## config.mk

```make
export PLATFORM = sky130hd
export DESIGN_NAME = battery_dcdc_pwm_controller
export DESIGN_NICKNAME = d
export VERILOG_FILES = /design/src/pkg/dcdc_pkg.sv /design/src/hdl/battery_dcdc_pwm_controller.sv /design/src/hdl/dcdc_pulse_timer.sv
export VERILOG_INCLUDE_DIRS = /design/src /design/src/pkg
export SDC_FILE = /design/constraint.sdc
export NUM_CORES = 1
export LEC_CHECK = 0
export ABC_AREA = 1
export BUFFER_PORTS_ARGS = -buffer_cell sky130_fd_sc_hd__buf_4
export CORE_ASPECT_RATIO = 1.2
export CORE_MARGIN = 2
export CORE_UTILIZATION = 62
export DETAILED_ROUTE_END_ITERATION = 10
export GPL_TIMING_DRIVEN = 1
export PLACE_DENSITY = 0.84
export SLEW_MARGIN = 20
export SYNTH_ARGS = -nofsm -noshare
export SYNTH_HDL_FRONTEND = slang
export SYNTH_HIERARCHICAL = 1
export SYNTH_SLANG_ARGS = --single-unit
```

## constraint.sdc

```tcl
create_clock -name ref_clk_i -period 30.1 [get_ports ref_clk_i]
set_input_delay 6.02 -clock ref_clk_i [delete_from_list [all_inputs] [get_ports ref_clk_i]]
set_output_delay 6.02 -clock ref_clk_i [all_outputs]
set_load 0.01 [all_outputs]
```

## src/pkg/dcdc_defines.svh

```systemverilog
// offsets, fields, reset values and timing counts of the dc-dc pwm controller
// Function
// power-off bit clear runs converter, set halts
// compare battery sense against target reference
// overload kills drive for rest of period
// 8-bit period field, 61.035 ns per count
// drive for computed width, width readable
// minimum off time is field plus four
// software calibrates monitors after power-on
// standard variant: secondary opposite to primary
// transformer variant: secondary same, primary unused
// active target is common-mode plus open-circuit plus headroom
// follow bit clear stops target at low
// headroom in 1.5 V steps, two ranges
// ringing regulates to high battery setting
// high setting must exceed ringing amplitude
// after ringing burst return to active target
// fast-settle bit selects multi-threshold control
// loop-filter bit inserts audio-band rejection
// indirect registers only through direct 28-31
// after reset converter off, drives low
// read-only polarity flag reports variant
`ifndef DCDC_DEFINES_SVH
`define DCDC_DEFINES_SVH

// ----------------------------------------------------------------------
// register indices (byte address is four times the index)
// ----------------------------------------------------------------------
`define IDX_IND_DATA_LO 8'd28
`define IDX_IND_DATA_HI 8'd29
`define IDX_IND_ADDR 8'd30
`define IDX_IND_STATUS 8'd31
`define IDX_POWER_DOWN 8'd14
`define IDX_HEADROOM_FEED 8'd66
`define IDX_HIGH_BATT 8'd74
`define IDX_LOW_BATT 8'd75
`define IDX_PWM_PERIOD 8'd92
`define IDX_SW_DELAY 8'd93
`define IDX_PULSE_WIDTH 8'd94
`define IDX_ENHANCE 8'd108
`define IND_IDX_HEADROOM 8'd41

// ----------------------------------------------------------------------
// field positions
// ----------------------------------------------------------------------
`define BIT_POWER_OFF 4
`define BIT_RANGE_SEL 0
`define BIT_LOOP_FOLLOW 2
`define BIT_CAL 7
`define BIT_POLARITY 5
`define BIT_FAST_SETTLE 5
`define BIT_LOOP_FILTER 1

// ----------------------------------------------------------------------
// reset values
// ----------------------------------------------------------------------
`define RST_POWER_DOWN 8'h10
`define RST_HEADROOM_FEED 8'h04
`define RST_HIGH_BATT 8'h00
`define RST_LOW_BATT 8'h00
`define RST_PWM_PERIOD 8'hff
`define RST_MIN_OFF 5'h00
`define RST_ENHANCE 8'h00
`define RST_HEADROOM 4'h0

// ----------------------------------------------------------------------
// timing
// ----------------------------------------------------------------------
`define CLK_KHZ 20000
`define TICK_KHZ 16384
`define MIN_OFF_EXTRA 9'd4
`define HEADROOM_MAX_NARROW 7'd6
`define HEADROOM_MAX_WIDE 7'd9
`define TARGET_MAX 7'd63
`define FAST_ERR_THRESH 7'd2
`define FAST_STEP 9'd4
`define FILTER_PERIODS 3'd7
`define CAL_TIME_NS 100000
`define CAL_CYCLES ((`CAL_TIME_NS * (`CLK_KHZ / 1000)) / 1000)

`endif

```

## src/pkg/dcdc_pkg.sv

```systemverilog
// types shared by the dc-dc pwm controller files
package dcdc_pkg;

   // apb request from the master
   typedef struct packed {
      logic psel;
      logic penable;
      logic pwrite;
      logic [31:0] paddr;
      logic [31:0] pwdata;
   } apb_req_type;

   // line-feed state that steers the battery target, codes in 1.5 V steps
   typedef struct packed {
      logic ringing;
      logic const_current;
      logic [5:0] common_mode;
      logic [5:0] open_circuit;
      logic [5:0] current_track;
   } line_state_type;

   // calibration sequencer states
   typedef enum logic [1:0] {
      CAL_IDLE = 2'b01,
      CAL_RUN = 2'b10
   } cal_state_type;

endpackage

```

## src/hdl/battery_dcdc_pwm_controller.sv

```systemverilog
// buck-boost battery converter pwm controller with apb register slave
`timescale 1ns/1ps
`include "dcdc_defines.svh"
module battery_dcdc_pwm_controller import dcdc_pkg::*; #(
   parameter logic SAME_POLARITY = 1'b0,
   parameter int CAL_CYCLES = `CAL_CYCLES
) (
   input wire logic ref_clk_i,
   input wire logic srst_i,
   input wire apb_req_type apb_i,
   output logic [31:0] prdata_o,
   output logic pready_o,
   output logic pslverr_o,
   input wire line_state_type line_i,
   input wire logic [5:0] battery_sense_i,
   input wire logic input_monitor_high_i,
   input wire logic input_monitor_low_i,
   output logic primary_switch_drive_o,
   output logic secondary_switch_drive_o
);
   // ----------------------------------------------------------------------
   // register state
   // ----------------------------------------------------------------------
   logic [7:0] power_down_q, power_down_d;
   logic [7:0] headroom_feed_q, headroom_feed_d;
   logic [7:0] high_batt_q, high_batt_d;
   logic [7:0] low_batt_q, low_batt_d;
   logic [7:0] period_q, period_d;
   logic [4:0] min_off_q, min_off_d;
   logic [7:0] enhance_q, enhance_d;
   logic [3:0] headroom_q, headroom_d;
   logic [7:0] ind_addr_q, ind_addr_d;
   logic [7:0] ind_data_q, ind_data_d;

   logic [7:0] reg_idx;
   logic idx_ok;
   logic wr_en;
   logic mapped;
   logic cal_start;
   logic [7:0] rd_byte;

   // ----------------------------------------------------------------------
   // calibration, tick, loop state
   // ----------------------------------------------------------------------
   cal_state_type cal_st_q, cal_st_d;
   logic [$clog2(CAL_CYCLES+1)-1:0] cal_cnt_q, cal_cnt_d;
   logic [1:0] mon_base_q, mon_base_d;
   logic [14:0] acc_q, acc_d;
   logic [15:0] acc_sum;
   logic tick;
   logic [7:0] width_q, width_d;
   logic signed [3:0] vote_q, vote_d;
   logic [2:0] vote_cnt_q, vote_cnt_d;

   logic run;
   logic overload;
   logic period_start;
   logic drive;
   logic [6:0] headroom_code;
   logic [6:0] target;
   logic [7:0] target_sum;
   logic below;
   logic [6:0] err;
   logic [8:0] max_width;
   logic [8:0] step;

   // ----------------------------------------------------------------------
   // apb decode
   // ----------------------------------------------------------------------
   // word aligned only; upper address bits must be clear
   assign reg_idx = apb_i.paddr[9:2];
   assign idx_ok = (apb_i.paddr[31:10] == '0) && (apb_i.paddr[1:0] == 2'b00);
   assign pready_o = 1'b1;

   always_comb begin
      case (reg_idx)
         `IDX_IND_DATA_LO, `IDX_IND_DATA_HI, `IDX_IND_ADDR, `IDX_IND_STATUS,
         `IDX_POWER_DOWN, `IDX_HEADROOM_FEED, `IDX_HIGH_BATT, `IDX_LOW_BATT,
         `IDX_PWM_PERIOD, `IDX_SW_DELAY, `IDX_PULSE_WIDTH,
         `IDX_ENHANCE: mapped = idx_ok;
         default: mapped = 1'b0;
      endcase
   end

   assign pslverr_o = apb_i.psel && apb_i.penable && !mapped;
   assign wr_en = apb_i.psel && apb_i.penable && apb_i.pwrite && mapped;

   // read mux; narrow registers sit in the low byte
   always_comb begin
      case (reg_idx)
         // indirect window
         `IDX_IND_DATA_LO: rd_byte = ind_data_q;
         `IDX_IND_ADDR: rd_byte = ind_addr_q;
         `IDX_POWER_DOWN: rd_byte = power_down_q;
         `IDX_HEADROOM_FEED: rd_byte = headroom_feed_q;
         `IDX_HIGH_BATT: rd_byte = high_batt_q;
         `IDX_LOW_BATT: rd_byte = low_batt_q;
         `IDX_PWM_PERIOD: rd_byte = period_q;
         // variant flag
         `IDX_SW_DELAY: rd_byte = {cal_st_q == CAL_RUN, 1'b0, SAME_POLARITY, min_off_q};
         // width readback
         `IDX_PULSE_WIDTH: rd_byte = width_q;
         `IDX_ENHANCE: rd_byte = enhance_q;
         default: rd_byte = 8'h00;
      endcase
      prdata_o = (apb_i.psel && apb_i.penable && mapped && !apb_i.pwrite) ?
                 {24'h000000, rd_byte} : 32'h00000000;
   end

   // ----------------------------------------------------------------------
   // register writes
   // ----------------------------------------------------------------------
   always_comb begin
      power_down_d = power_down_q;
      headroom_feed_d = headroom_feed_q;
      high_batt_d = high_batt_q;
      low_batt_d = low_batt_q;
      period_d = period_q;
      min_off_d = min_off_q;
      enhance_d = enhance_q;
      headroom_d = headroom_q;
      ind_addr_d = ind_addr_q;
      ind_data_d = ind_data_q;
      cal_start = 1'b0;
      if (wr_en) begin
         case (reg_idx)
            `IDX_POWER_DOWN: power_down_d = apb_i.pwdata[7:0];
            `IDX_HEADROOM_FEED: headroom_feed_d = apb_i.pwdata[7:0];
            `IDX_HIGH_BATT: high_batt_d = {2'b00, apb_i.pwdata[5:0]};
            `IDX_LOW_BATT: low_batt_d = {2'b00, apb_i.pwdata[5:0]};
            // period field
            `IDX_PWM_PERIOD: period_d = apb_i.pwdata[7:0];
            `IDX_SW_DELAY: begin
               min_off_d = apb_i.pwdata[4:0];
               cal_start = apb_i.pwdata[`BIT_CAL];
            end
            `IDX_ENHANCE: enhance_d = apb_i.pwdata[7:0];
            // address write fetches the indirect word
            `IDX_IND_ADDR: begin
               ind_addr_d = apb_i.pwdata[7:0];
               ind_data_d = (apb_i.pwdata[7:0] == `IND_IDX_HEADROOM) ?
                            {4'h0, headroom_q} : 8'h00;
            end
            // data write stores to the addressed indirect word
            `IDX_IND_DATA_LO: begin
               ind_data_d = apb_i.pwdata[7:0];
               if (ind_addr_q == `IND_IDX_HEADROOM) begin
                  headroom_d = apb_i.pwdata[3:0];
               end
            end
            default: begin
            end
         endcase
      end
   end

   // converter comes up powered off
   always_ff @(posedge ref_clk_i) begin
      if (srst_i) begin
         power_down_q <= `RST_POWER_DOWN;
         headroom_feed_q <= `RST_HEADROOM_FEED;
         high_batt_q <= `RST_HIGH_BATT;
         low_batt_q <= `RST_LOW_BATT;
         period_q <= `RST_PWM_PERIOD;
         min_off_q <= `RST_MIN_OFF;
         enhance_q <= `RST_ENHANCE;
         headroom_q <= `RST_HEADROOM;
         ind_addr_q <= 8'h00;
         ind_data_q <= 8'h00;
      end else begin
         power_down_q <= power_down_d;
         headroom_feed_q <= headroom_feed_d;
         high_batt_q <= high_batt_d;
         low_batt_q <= low_batt_d;
         period_q <= period_d;
         min_off_q <= min_off_d;
         enhance_q <= enhance_d;
         headroom_q <= headroom_d;
         ind_addr_q <= ind_addr_d;
         ind_data_q <= ind_data_d;
      end
   end

   // ----------------------------------------------------------------------
   // monitor calibration
   // ----------------------------------------------------------------------
   // the idle level of each monitor is learnt so that only a departure
   // from it counts as overload; switching is held off meanwhile
   always_comb begin
      cal_st_d = cal_st_q;
      cal_cnt_d = cal_cnt_q;
      mon_base_d = mon_base_q;
      case (cal_st_q)
         CAL_IDLE: begin
            // calibration started by software
            if (cal_start) begin
               cal_st_d = CAL_RUN;
               cal_cnt_d = '0;
            end
         end
         CAL_RUN: begin
            mon_base_d = {input_monitor_high_i, input_monitor_low_i};
            if (cal_cnt_q == ($bits(cal_cnt_q))'(CAL_CYCLES - 1)) begin
               cal_st_d = CAL_IDLE;
            end else begin
               cal_cnt_d = cal_cnt_q + 1'b1;
            end
         end
         default: cal_st_d = CAL_IDLE;
      endcase
   end

   always_ff @(posedge ref_clk_i) begin
      if (srst_i) begin
         cal_st_q <= CAL_IDLE;
         cal_cnt_q <= '0;
         mon_base_q <= 2'b00;
      end else begin
         cal_st_q <= cal_st_d;
         cal_cnt_q <= cal_cnt_d;
         mon_base_q <= mon_base_d;
      end
   end

   // any monitor away from its idle level is overload
   assign overload = ({input_monitor_high_i, input_monitor_low_i} != mon_base_q);

   // ----------------------------------------------------------------------
   // 16.384 MHz tick from the 20 MHz clock
   // ----------------------------------------------------------------------
   // fractional accumulator, sum one bit wider since it passes 15 bits
   assign acc_sum = {1'b0, acc_q} + 16'(`TICK_KHZ);
   always_comb begin
      tick = acc_sum >= 16'(`CLK_KHZ);
      acc_d = tick ? 15'(acc_sum - 16'(`CLK_KHZ)) : acc_sum[14:0];
   end

   always_ff @(posedge ref_clk_i) begin
      if (srst_i) begin
         acc_q <= 15'h0000;
      end else begin
         acc_q <= acc_d;
      end
   end

   // ----------------------------------------------------------------------
   // battery target
   // ----------------------------------------------------------------------
   // headroom in 1.5 V codes, clamped to the selected range
   always_comb begin
      headroom_code = {3'b000, headroom_q};
      if (headroom_feed_q[`BIT_RANGE_SEL]) begin
         if (headroom_code > `HEADROOM_MAX_WIDE) headroom_code = `HEADROOM_MAX_WIDE;
      end else begin
         if (headroom_code > `HEADROOM_MAX_NARROW) headroom_code = `HEADROOM_MAX_NARROW;
      end
   end

   assign target_sum = {2'b00, line_i.common_mode} + {2'b00, line_i.open_circuit} +
                       {1'b0, headroom_code};
   always_comb begin
      if (line_i.ringing) begin
         // ringing burst regulates to high setting
         target = {1'b0, high_batt_q[5:0]};
      end else if (line_i.const_current) begin
         // follow bit picks tracking or low floor
         target = {1'b0, line_i.current_track};
         if (!headroom_feed_q[`BIT_LOOP_FOLLOW] && target < {1'b0, low_batt_q[5:0]}) begin
            target = {1'b0, low_batt_q[5:0]};
         end
      end else begin
         // R15: active target, also after ringing ends
         target = (target_sum > {1'b0, `TARGET_MAX}) ? `TARGET_MAX : target_sum[6:0];
      end
      if (target > `TARGET_MAX) target = `TARGET_MAX;
   end

   // battery magnitude compared with the target reference
   assign below = {1'b0, battery_sense_i} < target;
   assign err = below ? 7'(target - {1'b0, battery_sense_i}) :
                        7'({1'b0, battery_sense_i} - target);

   // ----------------------------------------------------------------------
   // pulse width loop, updated once per period, or every eighth period with the loop filter
   // ----------------------------------------------------------------------
   // power-off bit gates the converter; calibration also holds it off
   assign run = !power_down_q[`BIT_POWER_OFF] && (cal_st_q == CAL_IDLE);

   always_comb begin
      // width capped so off time is field plus four ticks
      if ({1'b0, period_q} > 9'({4'h0, min_off_q} + `MIN_OFF_EXTRA)) begin
         max_width = 9'({1'b0, period_q} - {4'h0, min_off_q} - `MIN_OFF_EXTRA);
      end else begin
         max_width = 9'h000;
      end
      // large error takes a coarser step
      step = (enhance_q[`BIT_FAST_SETTLE] && err > `FAST_ERR_THRESH) ? `FAST_STEP : 9'h001;
      width_d = width_q;
      vote_d = vote_q;
      vote_cnt_d = vote_cnt_q;
      if (!run) begin
         width_d = 8'h00;
         vote_d = 4'sh0;
         vote_cnt_d = 3'h0;
      end else if (period_start) begin
         if (enhance_q[`BIT_LOOP_FILTER]) begin
            // decisions of seven periods voted, width stepped every eighth period, rejects audio band
            vote_d = below ? vote_q + 4'sh1 : vote_q - 4'sh1;
            vote_cnt_d = vote_cnt_q + 3'h1;
            if (vote_cnt_q == `FILTER_PERIODS) begin
               vote_d = 4'sh0;
               if (vote_q > 4'sh0) begin
                  width_d = 8'(({1'b0, width_q} + step > max_width) ? max_width :
                                {1'b0, width_q} + step);
               end else if (vote_q < 4'sh0) begin
                  width_d = 8'(({1'b0, width_q} > step) ? {1'b0, width_q} - step : 9'h000);
               end
            end
         end else if (below) begin
            width_d = 8'(({1'b0, width_q} + step > max_width) ? max_width :
                          {1'b0, width_q} + step);
         end else if (err != 7'h00) begin
            width_d = 8'(({1'b0, width_q} > step) ? {1'b0, width_q} - step : 9'h000);
         end
      end
      // a shorter period or longer off time takes effect at once
      if ({1'b0, width_d} > max_width) width_d = max_width[7:0];
   end

   always_ff @(posedge ref_clk_i) begin
      if (srst_i) begin
         width_q <= 8'h00;
         vote_q <= 4'sh0;
         vote_cnt_q <= 3'h0;
      end else begin
         width_q <= width_d;
         vote_q <= vote_d;
         vote_cnt_q <= vote_cnt_d;
      end
   end

   // ----------------------------------------------------------------------
   // switch drive
   // ----------------------------------------------------------------------
   // drive asserted for the computed width each period
   dcdc_pulse_timer #(
      .WIDTH(8)
   ) u_timer (
      .ref_clk_i(ref_clk_i),
      .srst_i(srst_i),
      .tick_i(tick),
      .run_i(run),
      .kill_i(overload),
      .period_i(period_q),
      .width_i(width_q),
      .drive_o(drive),
      .period_start_o(period_start)
   );

   // both outputs low while off, whatever the variant
   always_comb begin
      if (SAME_POLARITY) begin
         // transformer variant, primary unused
         primary_switch_drive_o = 1'b0;
         secondary_switch_drive_o = drive;
      end else begin
         // standard variant, opposite polarity
         primary_switch_drive_o = drive;
         secondary_switch_drive_o = run && !drive;
      end
   end
endmodule

```

## src/hdl/dcdc_pulse_timer.sv

```systemverilog
// pwm period counter and switch pulse generator on the 16.384 MHz tick
`timescale 1ns/1ps
module dcdc_pulse_timer #(
   parameter int WIDTH = 8
) (
   input wire logic ref_clk_i,
   input wire logic srst_i,
   input wire logic tick_i,
   input wire logic run_i,
   input wire logic kill_i,
   input wire logic [WIDTH-1:0] period_i,
   input wire logic [WIDTH-1:0] width_i,
   output logic drive_o,
   output logic period_start_o
);
   logic [WIDTH-1:0] cnt_q, cnt_d;
   logic killed_q, killed_d;
   logic drive_q, drive_d;
   logic wrap;

   // ----------------------------------------------------------------------
   // period count and drive
   // ----------------------------------------------------------------------
   // a zero period still counts one tick so the counter never stalls
   assign wrap = tick_i && (cnt_q >= period_i - WIDTH'(1) || period_i == '0);
   assign period_start_o = wrap;

   always_comb begin
      cnt_d = cnt_q;
      if (!run_i) begin
         cnt_d = '0;
      end else if (wrap) begin
         cnt_d = '0;
      end else if (tick_i) begin
         cnt_d = cnt_q + WIDTH'(1);
      end
      // overload latch
      // a new overload wins over the period boundary clear
      killed_d = kill_i || (killed_q && !wrap);
      drive_d = run_i && !killed_d && (cnt_d < width_i);
   end

   always_ff @(posedge ref_clk_i) begin
      if (srst_i) begin
         cnt_q <= '0;
         killed_q <= 1'b0;
         drive_q <= 1'b0;
      end else begin
         cnt_q <= cnt_d;
         killed_q <= killed_d;
         drive_q <= drive_d;
      end
   end

   assign drive_o = drive_q;
endmodule

```

== After elaboration in Yosys (flattened, before gate mapping) ==
Index checks and enable logic that the tools add are counted.

* $lt $le $gt $ge: 16
* Equality and inequality tests: 22
* Add/sub/neg operators: 17
* Reduce and logical (&&, ||, !) cells: 45
* Mux-type cells: 41
* Bitwise logic cells: 1

{| class="wikitable"
|+ Operators with widths
! cell !! number
|-
| 2-to-1 mux 8 bit || 15
|-
| case mux 8 bit (10 select lines) || 1
|-
| equality test 8 x 7 -> 1 bit, second input constant || 7
|-
| 2-to-1 mux 7 bit || 6
|-
| equality test 8 x 5 -> 1 bit, second input constant || 4
|-
| zero test 22 bit || 1
|-
| 2-to-1 mux 11 bit || 2
|-
| case mux 11 bit (2 select lines) || 1
|-
| AND reduction 2 bit || 11
|-
| 2-to-1 mux 4 bit || 5
|-
| adder 15 x 15 -> 16 bit, second input constant || 1
|-
| equality test 8 x 6 -> 1 bit, second input constant || 2
|-
| greater-or-equal comparator 16 x 15 -> 1 bit, second input constant || 1
|-
| case mux 8 bit (2 select lines) || 1
|-
| logical AND 1 bit || 15
|-
| 2-to-1 mux 15 bit || 1
|-
| subtractor 15 bit, second input constant || 1
|-
| OR reduction 12 bit || 1
|-
| adder 11 x 1 -> 11 bit, second input constant || 1
|-
| equality test 11 bit, second input constant || 1
|-
| adder 8 x 3 -> 9 bit || 1
|-
| > comparator 8 x 9 -> 1 bit || 1
|-
| > comparator 9 bit || 1
|-
| 2-to-1 mux 9 bit || 1
|-
| other kinds (47) || 60
|}

* Flip-flop bits (word level): 124
* Input bits: 97

== Longest topological paths before layout ==
Gate-level depths: netlist of the first run.

* Depth in word-level cells: 25
* Gate-level depth with buffers: 61
* Gate-level depth less buffers: 60

== Cells and area by module ==
Netlist of the first run, hierarchy kept.

{| class="wikitable"
|+ Modules (own cells, without submodules)
! module !! area an instance (µm²) !! seq. area each (µm²) !! cells an instance !! instances
|-
| battery_dcdc_pwm_controller || 8864.8 || 2182.1 || 1342 || 1
|-
| dcdc_pulse_timer || 1032.2 || 200.2 || 152 || 1
|}

== Worst setup path before layout of the first run ==
OpenSTA, ideal clock, no wires.

* Path kind: input to register
* Start point: input line_i[9] (netlist name)
* End point: register width_q[6]
* Arrival time: 13466 ps
* Setup time: 128 ps
* Setup slack: 16507 ps
* Cell stages on the path: 53
* Cells stage by stage: fa_1 > ha_1 > a21oi_1 > nand2_1 > a21oi_1 > nor3_1 > nor4_1 > nand2_1 > nand3_1 > o21ai_0 > ha_1 > buf_6 > nand2_1 > nand2_1 > inv_1 > nand2_1 > a21oi_2 > nand2_1 > [17 not listed] > nand2_1 > o21ai_0 > nand2_1 > nand3_1 > nand2_1 > nand2_1 > nand2_1 > nand2_1 > inv_1 > ha_1 > a21oi_1 > o221a_2 > o21ai_0 > a21o_1 > nand2_1 > clkbuf_1 > o21ai_0 > a21oi_1

* Word-level cells in the longest chain between the ends: 23
* Elaborated cells between the ends (all ways): 32
* Those cells by class: 6 x add/sub; 7 x order compare; 17 x mux; 2 x reduce/logical

{| class="wikitable"
|+ Ends and longest elaborated chain
! what !! line !! source
|-
| start, declared || battery_dcdc_pwm_controller.sv:14 || <nowiki>input wire line_state_type line_i,</nowiki>
|-
| adder 6 x 6 -> 7 bit (*) || battery_dcdc_pwm_controller.sv:259 || <nowiki>assign target_sum = {2'b00, line_i.common_mode} + {2'b00, line_i.open_circuit} +</nowiki>
|-
| adder 7 x 7 -> 8 bit (*) || battery_dcdc_pwm_controller.sv:259 ||
|-
| > comparator 8 x 6 -> 1 bit || battery_dcdc_pwm_controller.sv:273 || <nowiki>target = (target_sum > {1'b0, `TARGET_MAX}) ? `TARGET_MAX : target_sum[6:0];</nowiki>
|-
| 2-to-1 mux 7 bit (*) || battery_dcdc_pwm_controller.sv:273 ||
|-
| 2-to-1 mux 7 bit (*) || battery_dcdc_pwm_controller.sv:265 || <nowiki>end else if (line_i.const_current) begin</nowiki>
|-
| 2-to-1 mux 7 bit (*) || battery_dcdc_pwm_controller.sv:262 || <nowiki>if (line_i.ringing) begin</nowiki>
|-
| > comparator 7 x 6 -> 1 bit (no line) || -- ||
|-
| 2-to-1 mux 7 bit (*) || battery_dcdc_pwm_controller.sv:275 || <nowiki>if (target > `TARGET_MAX) target = `TARGET_MAX;</nowiki>
|-
| [7 not listed] || -- ||
|-
| 2-to-1 mux 8 bit (on tied branches) || battery_dcdc_pwm_controller.sv:313, battery_dcdc_pwm_controller.sv:320, battery_dcdc_pwm_controller.sv:315 ||
|-
| 2-to-1 mux 8 bit || battery_dcdc_pwm_controller.sv:312 || <nowiki>if (vote_q > 4'sh0) begin</nowiki>
|-
| 2-to-1 mux 8 bit || battery_dcdc_pwm_controller.sv:310 || <nowiki>if (vote_cnt_q == `FILTER_PERIODS) begin</nowiki>
|-
| 2-to-1 mux 8 bit (*) || battery_dcdc_pwm_controller.sv:306 || <nowiki>if (enhance_q[`BIT_LOOP_FILTER]) begin</nowiki>
|-
| 2-to-1 mux 8 bit (*) || battery_dcdc_pwm_controller.sv:305 || <nowiki>end else if (period_start) begin</nowiki>
|-
| 2-to-1 mux 8 bit (*) || battery_dcdc_pwm_controller.sv:301 || <nowiki>if (!run) begin</nowiki>
|-
| > comparator 8 x 9 -> 1 bit || battery_dcdc_pwm_controller.sv:327 || <nowiki>if ({1'b0, width_d} > max_width) width_d = max_width[7:0];</nowiki>
|-
| 2-to-1 mux 8 bit (*) || battery_dcdc_pwm_controller.sv:327 ||
|-
| end signal, assigned || battery_dcdc_pwm_controller.sv:336 || <nowiki>width_q <= width_d;</nowiki>
|-
| end, declared || battery_dcdc_pwm_controller.sv:51 || <nowiki>logic [7:0] width_q, width_d;</nowiki>
|}

Mark *: on every way between the ends. The rest lies on a longest branch, timed or not.
A chain may end at the register's enable or synchronous reset.

== Worst setup path in the final report of the first run ==
Same ends and word-level chain as after synthesis.

==> reports/metrics.yaml, run 1 <==
synth-edff-count: 0
die_h_um: 142.4
synth_cell_types: 56
ir_drop_mv: 0.03320
crit_path_start_kind: "primary input"
hold_path.class: "reg2reg"
critPathCaptureType: "flop"
grt_start_max_net_pins: 65
ctsHoldBuffers: 0
final_antenna_net_count: 0
path_common_cell: "nand2_1"
final_cells: 1780
drc_errors: 0
ys.flop_type: "dfxtp_1"
synthCells: 1494
setup_viol: 0
synth_area_leaders: "dfxtp_1, nand2_1, ha_1"
final_common_cell: "nand2_1"
cts_sinks: 119
tns_ns: 0
syn2layout_area_growth_pct: 11.90
placedCellCount: 1748
critPathLaunch: "line_i[9]"
core_mm2: 0.01564
post_cts_buffers: 0
worstPathArrival_ns: 15.34
place_congestion: 0.9418
cts_tree: "yes"
netlist_area_mm2: 0.009897
dp_hpwl_um: 19700
clk_latency_ns: 0.42
yosysTopAreaCellShare_pct: 24.07
grt_overflow_total: 0
place.port_buffers: 83
seq_area_frac_synth_pct: 24.07
final_core_util_pct: 70.81
async_flop_share_pct: 0
grt_pass1_wl_um: 43160
grt.total_usage_pct: 31.28
post_cts_resized: 0
h-tree-depth: 4
antenna_found_initial: 0
wl_per_cell_um: 14.86
clock.fmax_mhz: 66.46
start_util_pct: 63.28
p_leak_nw: 5.234
cp_slowest_cell: "nor4_1"
cp_max_fo: 24
power_density_mw_per_mm2: 40.80
io_pins: 133
power.total_uw: 451.9
rows: 50
num_vias: 10120
status: "complete, no violations"
max-clock-path-buffers: 2
die-area_mm2: 0.01699
drive_above_1_share_pct: 11.07
hp-start: "vote_cnt_q[1]"
period_needed_ns: 15.05
drt_iter0_markers: 1048
drv_slew: 0
drtPass1Iterations: 6
dieWidth_um: 119.3
reg2reg_from: "headroom_q[3]"
finalHoldViolations: 0
fin_crit_sh_pct: 49.99
drt-vias-per-instance: 5.685
maxCapViolCount: 0
worstPathRequired_ns: 30.39
fin_nets: 1753
wl_um: 26450
cts_made_buffers: 17
max_slew_margin_pct: 43.10
synth_warnings: 6
clk_pin_slew_ns: 0.06
fill_cells: 1353
rsz0062_at_grt: "false"
skew_ns: 0.007855
diodes: 0
root_buffer: "clkbuf_16"
max_stage_delay_ns: 0.62
final_cell_mix: "nand2_1, inv_1, a21oi_1"
grt_pass1_vias: 9510
synth_largest_area_cell: "dfxtp_1"
synth-seq-cells: 119
syn_avg_cell_area_um2: 6.624
worst-setup-path-type: "in2reg"
worst_slew_pin_slew_ns: 0.8526
[path summary, 6_finish.rpt]
path                   end  slack, ns  cells past startpoint
min          vote_cnt_q[1]       0.47                      2
min reg2reg  vote_cnt_q[1]       0.47                      2
max reg2reg     width_q[6]      20.07                     57
max             width_q[6]      15.05                     54
[flip-flops by register name, indices dropped and copies added (netlist names), 5 cells and up]
name and cells:
acc_q 10, cal_cnt_q 11, enhance_q 8, headroom_feed_q 8, high_batt_q 6, ind_addr_q 8
ind_data_q 8, low_batt_q 6, min_off_q 5, period_q 8, power_down_q 8, u_timer/cnt_q 8
width_q 8
[layout make-up]
cell class	count	area (um2)	share of cell area, %
clock buffer	21	460.4	4.158
clock inverter	11	122.6	1.107
inverter	231	867.1	7.830
multi-input combinational	1106	6351	57.35
sequential	119	2382	21.51
tap	208	260.3	2.350
timing repair buffer	84	630.6	5.694
[power breakdown]
part / switching, mW / internal [mW] / total, mW
Sequential: 0.00446 / 0.163 / 0.167
Combinational: 0.0537 / 0.0299 / 0.0836
Clock: 0.0751 / 0.126 / 0.201
[critical path, delay by kind of cell]
family | cells | cell delay, ns
buffers and inverters | 6 | 0.66
AND/OR/NAND/NOR | 32 | 4.13
XOR/XNOR | 1 | 0.23
AO/OA/AOI/OAI | 9 | 2.00
adder cells (fa/ha/maj) | 6 | 2.30
[cell families (layout without fill, tap and decap cells)]
family                     after synthesis  after routing  share of synthesized area (%)
AOI/OAI and AO/OA                      318            318                          18.00
xor gates and xnor gates                38             38                          3.363
adders and majority gates               97             97                          13.02
buffers and inverters                  292            347                          12.68
DFF                                    119            119                          24.07
muxes                                    1              1                         0.1011
other                                    2             25                        0.07588
and+or+nand+nor                        627            627                          28.69
[layer usage]
layer  part of all wire (%)  vias to the layer above  GRT usage (%)  wire length [um]
met1                     40                     4568          36.94             10710
met5                      0                        -              0                 0
met3                    7.2                       94          5.449              1894
met2                     49                      437          55.41             12850
li1                       -                     5021              -                 -
met4                    3.8                        0          14.12              1003
[cell usage after synthesis (all sizes together) (2+ instances only)]
library cell,count
nor3,29
xnor2,13
xor2,25
a31oi,12
fa,10
nand2,324
dfxtp,119
inv,224
a211oi,4
nor4,11
nor3b,3
o21a,3
a21o,3
or2,4
a21oi,140
a221oi,10
a41oi,2
nor2,146
nand4,21
nand3,86
clkbuf,22
o22ai,7
buf,39
clkinv,7
conb,2
o2111ai,3
o21ai,106
o211ai,15
and2,2
ha,87
o21bai,9
[metrics by stage]
step                      worst slack [ns]  hold slack [ns]  instance area [um2]
final                                15.05           0.4665                11070
after global routing                 14.03           0.4891                11070
after CTS                            15.23           0.4661                11070
after detailed placement             14.82           0.4573                10490
after global placement               14.93           0.4313                10490
after floorplan                      16.51           0.4148                 9983
Note: power is estimated with default switching activity, not from simulation.
==> run 2: changes to the inputs <==
Settings changed: CORE_UTILIZATION 62 to 59, PLACE_DENSITY 0.84 to 0.8.
Clock period 30.1 ns to 14.4 ns, I/O delays scaled along.
==> reports/metrics.yaml, run 2 (same netlist as run 1, synthesis figures left out) <==
clock.fmax_mhz: 84.58
crit_family: "simple AND/OR/NAND/NOR gates"  # unchanged
drive_above_1_share_pct: 10.89  # was 11.07%
drt_iter0_markers: 780  # was 1,048
period_needed_ns: 11.82
hp-start: "acc_q[14]"  # was vote_cnt_q[1]
place.port_buffers: 83  # unchanged
root_buffer: "clkbuf_16"  # unchanged
top_regs: "cal_cnt_q (11), acc_q (10)"  # unchanged
hold_path.class: "reg2reg"  # unchanged
placedCellCount: 1752  # was 1,748
maxCapViolCount: 0  # unchanged
path_common_cell: "nand2_1"  # unchanged
antenna_found_initial: 0  # unchanged
power_density_mw_per_mm2: 85.33  # was 40.80 mW/mm2
switching_share_pct: 28.73  # was 29.49%
cts_sinks: 119  # unchanged
fin_crit_sh_pct: 82.11
die_h_um: 145.9  # was 142.4 um
cts_tree: "yes"  # unchanged
max_stage_delay_ns: 0.61  # was 0.62 ns
p_leak_nw: 5.243  # was 5.234 nW
die-area_mm2: 0.01783  # was 0.01699 mm2
worstPathRequired_ns: 14.69  # was 30.39 ns
syn2layout_area_growth_pct: 11.90  # unchanged
start_util_pct: 60.59  # was 63.28%
ctsHoldBuffers: 0  # unchanged
grt.total_usage_pct: 29.18  # was 31.28%
dp_hpwl_um: 19560  # was 19,700 um
grt_pass1_wl_um: 42470  # was 43,160 um
skew_ns: 0.008251  # was 0.007855 ns
whs_ns: 0.4503  # was 0.4665 ns
grt_overflow_total: 0  # unchanged
combPwrFrac_pct: 18.1  # was 18.5%
wl_um: 25740  # was 26,450 um
finalHoldViolations: 0  # unchanged
tns_ns: 0  # unchanged
io_pins: 133  # unchanged
max-clock-path-buffers: 2  # unchanged
cp_max_fo: 24  # unchanged
largest_reg_flops: 11  # unchanged
place_congestion: 0.9537  # was 0.9418
critPathLaunch: "line_i[9]"  # unchanged
grt_pass1_vias: 9105  # was 9,510
worst-setup-path-type: "in2reg"  # unchanged
final_antenna_net_count: 0  # unchanged
final_common_cell: "nand2_1"  # unchanged
max_slew_margin_pct: 26.10  # was 43.10%
clk_latency_ns: 0.42  # about the same
crit_path_start_kind: "primary input"  # unchanged
drtPass1Iterations: 6  # unchanged
p_seq_share_pct: 37.0  # about the same
regMostFlops: "cal_cnt_q"  # unchanged
core_mm2: 0.01634  # was 0.01564 mm2
num_vias: 9968  # was 10,120
reg2reg_from: "headroom_q[3]"  # unchanged
switchingPower_uw: 271.5  # was 133.3 uW
worstPathArrival_ns: 12.12  # was 15.34 ns
post_cts_buffers: 0  # unchanged
clk_pin_slew_ns: 0.06  # about the same
cp_num_buf_inv: 7  # was 6
final_core_util_pct: 67.79  # was 70.81%
status: "complete, no violations"  # unchanged
cts_made_buffers: 17  # unchanged
h-tree-depth: 4  # unchanged
critPathCaptureType: "flop"  # unchanged
post_cts_resized: 0  # unchanged
cp_slowest_cell: "nor4_1"  # unchanged
diodes: 0  # unchanged
p_int_uw: 673.5  # was 318.6 uW
wl_per_cell_um: 14.44  # was 14.86 um
setup_viol: 0  # unchanged
final_cells: 1782  # was 1,780
final_cell_mix: "nand2_1, inv_1, a21oi_1"  # unchanged
drc_errors: 0  # unchanged
rsz0062_at_grt: "false"  # unchanged
fin_nets: 1753  # unchanged
worst_slew_pin_slew_ns: 1.100  # was 0.8526 ns
pwr-share-clk_pct: 44.9  # was 44.5%
drt-vias-per-instance: 5.594  # was 5.685
grt_start_max_net_pins: 61  # was 65
rows: 51  # was 50
ir_drop_mv: 0.07113  # was 0.03320 mV
drv_slew: 0  # unchanged
dieWidth_um: 122.2  # was 119.3 um
[run 2: changes by cell type in the layout (fill, tap and decap cells not counted)]
cell,delta
clkinvlp_4,-3
clkbuf_8,+2
clkinv_2,-1
nor3_1,+1
inv_6,-1
nor3_2,-1
clkinv_4,+1
[run 2: worst reg2reg max path, delay by kind of cell (launching register included)]
family	cells	cell delay, ns
AND/OR/NAND/NOR	31	4.10
flip-flops	1	0.41
buffers and inverters	8	0.80
AO/OA/AOI/OAI	10	2.08
XOR/XNOR	1	0.23
adder cells (fa/ha/maj)	7	2.23
[run 2: layer usage]
metal  global-route usage [%]  up-vias  part of all wire [%]
li1                         -     5013                     -
met1                    36.74     4519                    42
met2                    49.19      371                    48
met3                    5.329       65                   6.5
met4                    10.80        0                   2.9
met5                        0        -                     0
[run 2: final cells by class]
| class | instances | area (um2) |
|---|---|---|
| multi-input combinational | 1106 | 6346 |
| fill | 1489 | 5261 |
| sequential | 119 | 2382 |
| inverter | 231 | 867.1 |
| timing repair buffer | 84 | 630.6 |
| clock buffer | 23 | 488.0 |
| tap | 212 | 265.3 |
| clock inverter | 7 | 95.09 |
[run 2: power groups by stage]
stage	logic [mW]	clock network [mW]	registers, mW
after global routing	0.195	0.443	0.351
after floorplan	0.129	0	0.354
after global placement	0.167	0	0.356
final	0.171	0.424	0.349
after CTS	0.171	0.425	0.349
after detailed placement	0.171	0	0.356
[run 2: worst paths after layout]
| check | end | slack (ns) | cells after the start |
|---|---|---|---|
| worst min-delay path | acc_q[14] | 0.45 | 1 |
| worst max-delay path | width_q[2] | 2.58 | 54 |
| worst max register to register | width_q[2] | 4.47 | 57 |
| worst min register to register | acc_q[14] | 0.45 | 1 |
[run 2: through the flow]
stage	area, um2	worst slack [ns]	power [mW]
final	11070	2.577	0.9450
after global routing	11070	1.499	0.9887
after CTS	11070	2.671	0.9452
after detailed placement	10490	2.220	0.5269
after global placement	10490	2.491	0.5226
after floorplan	9983	3.947	0.4830
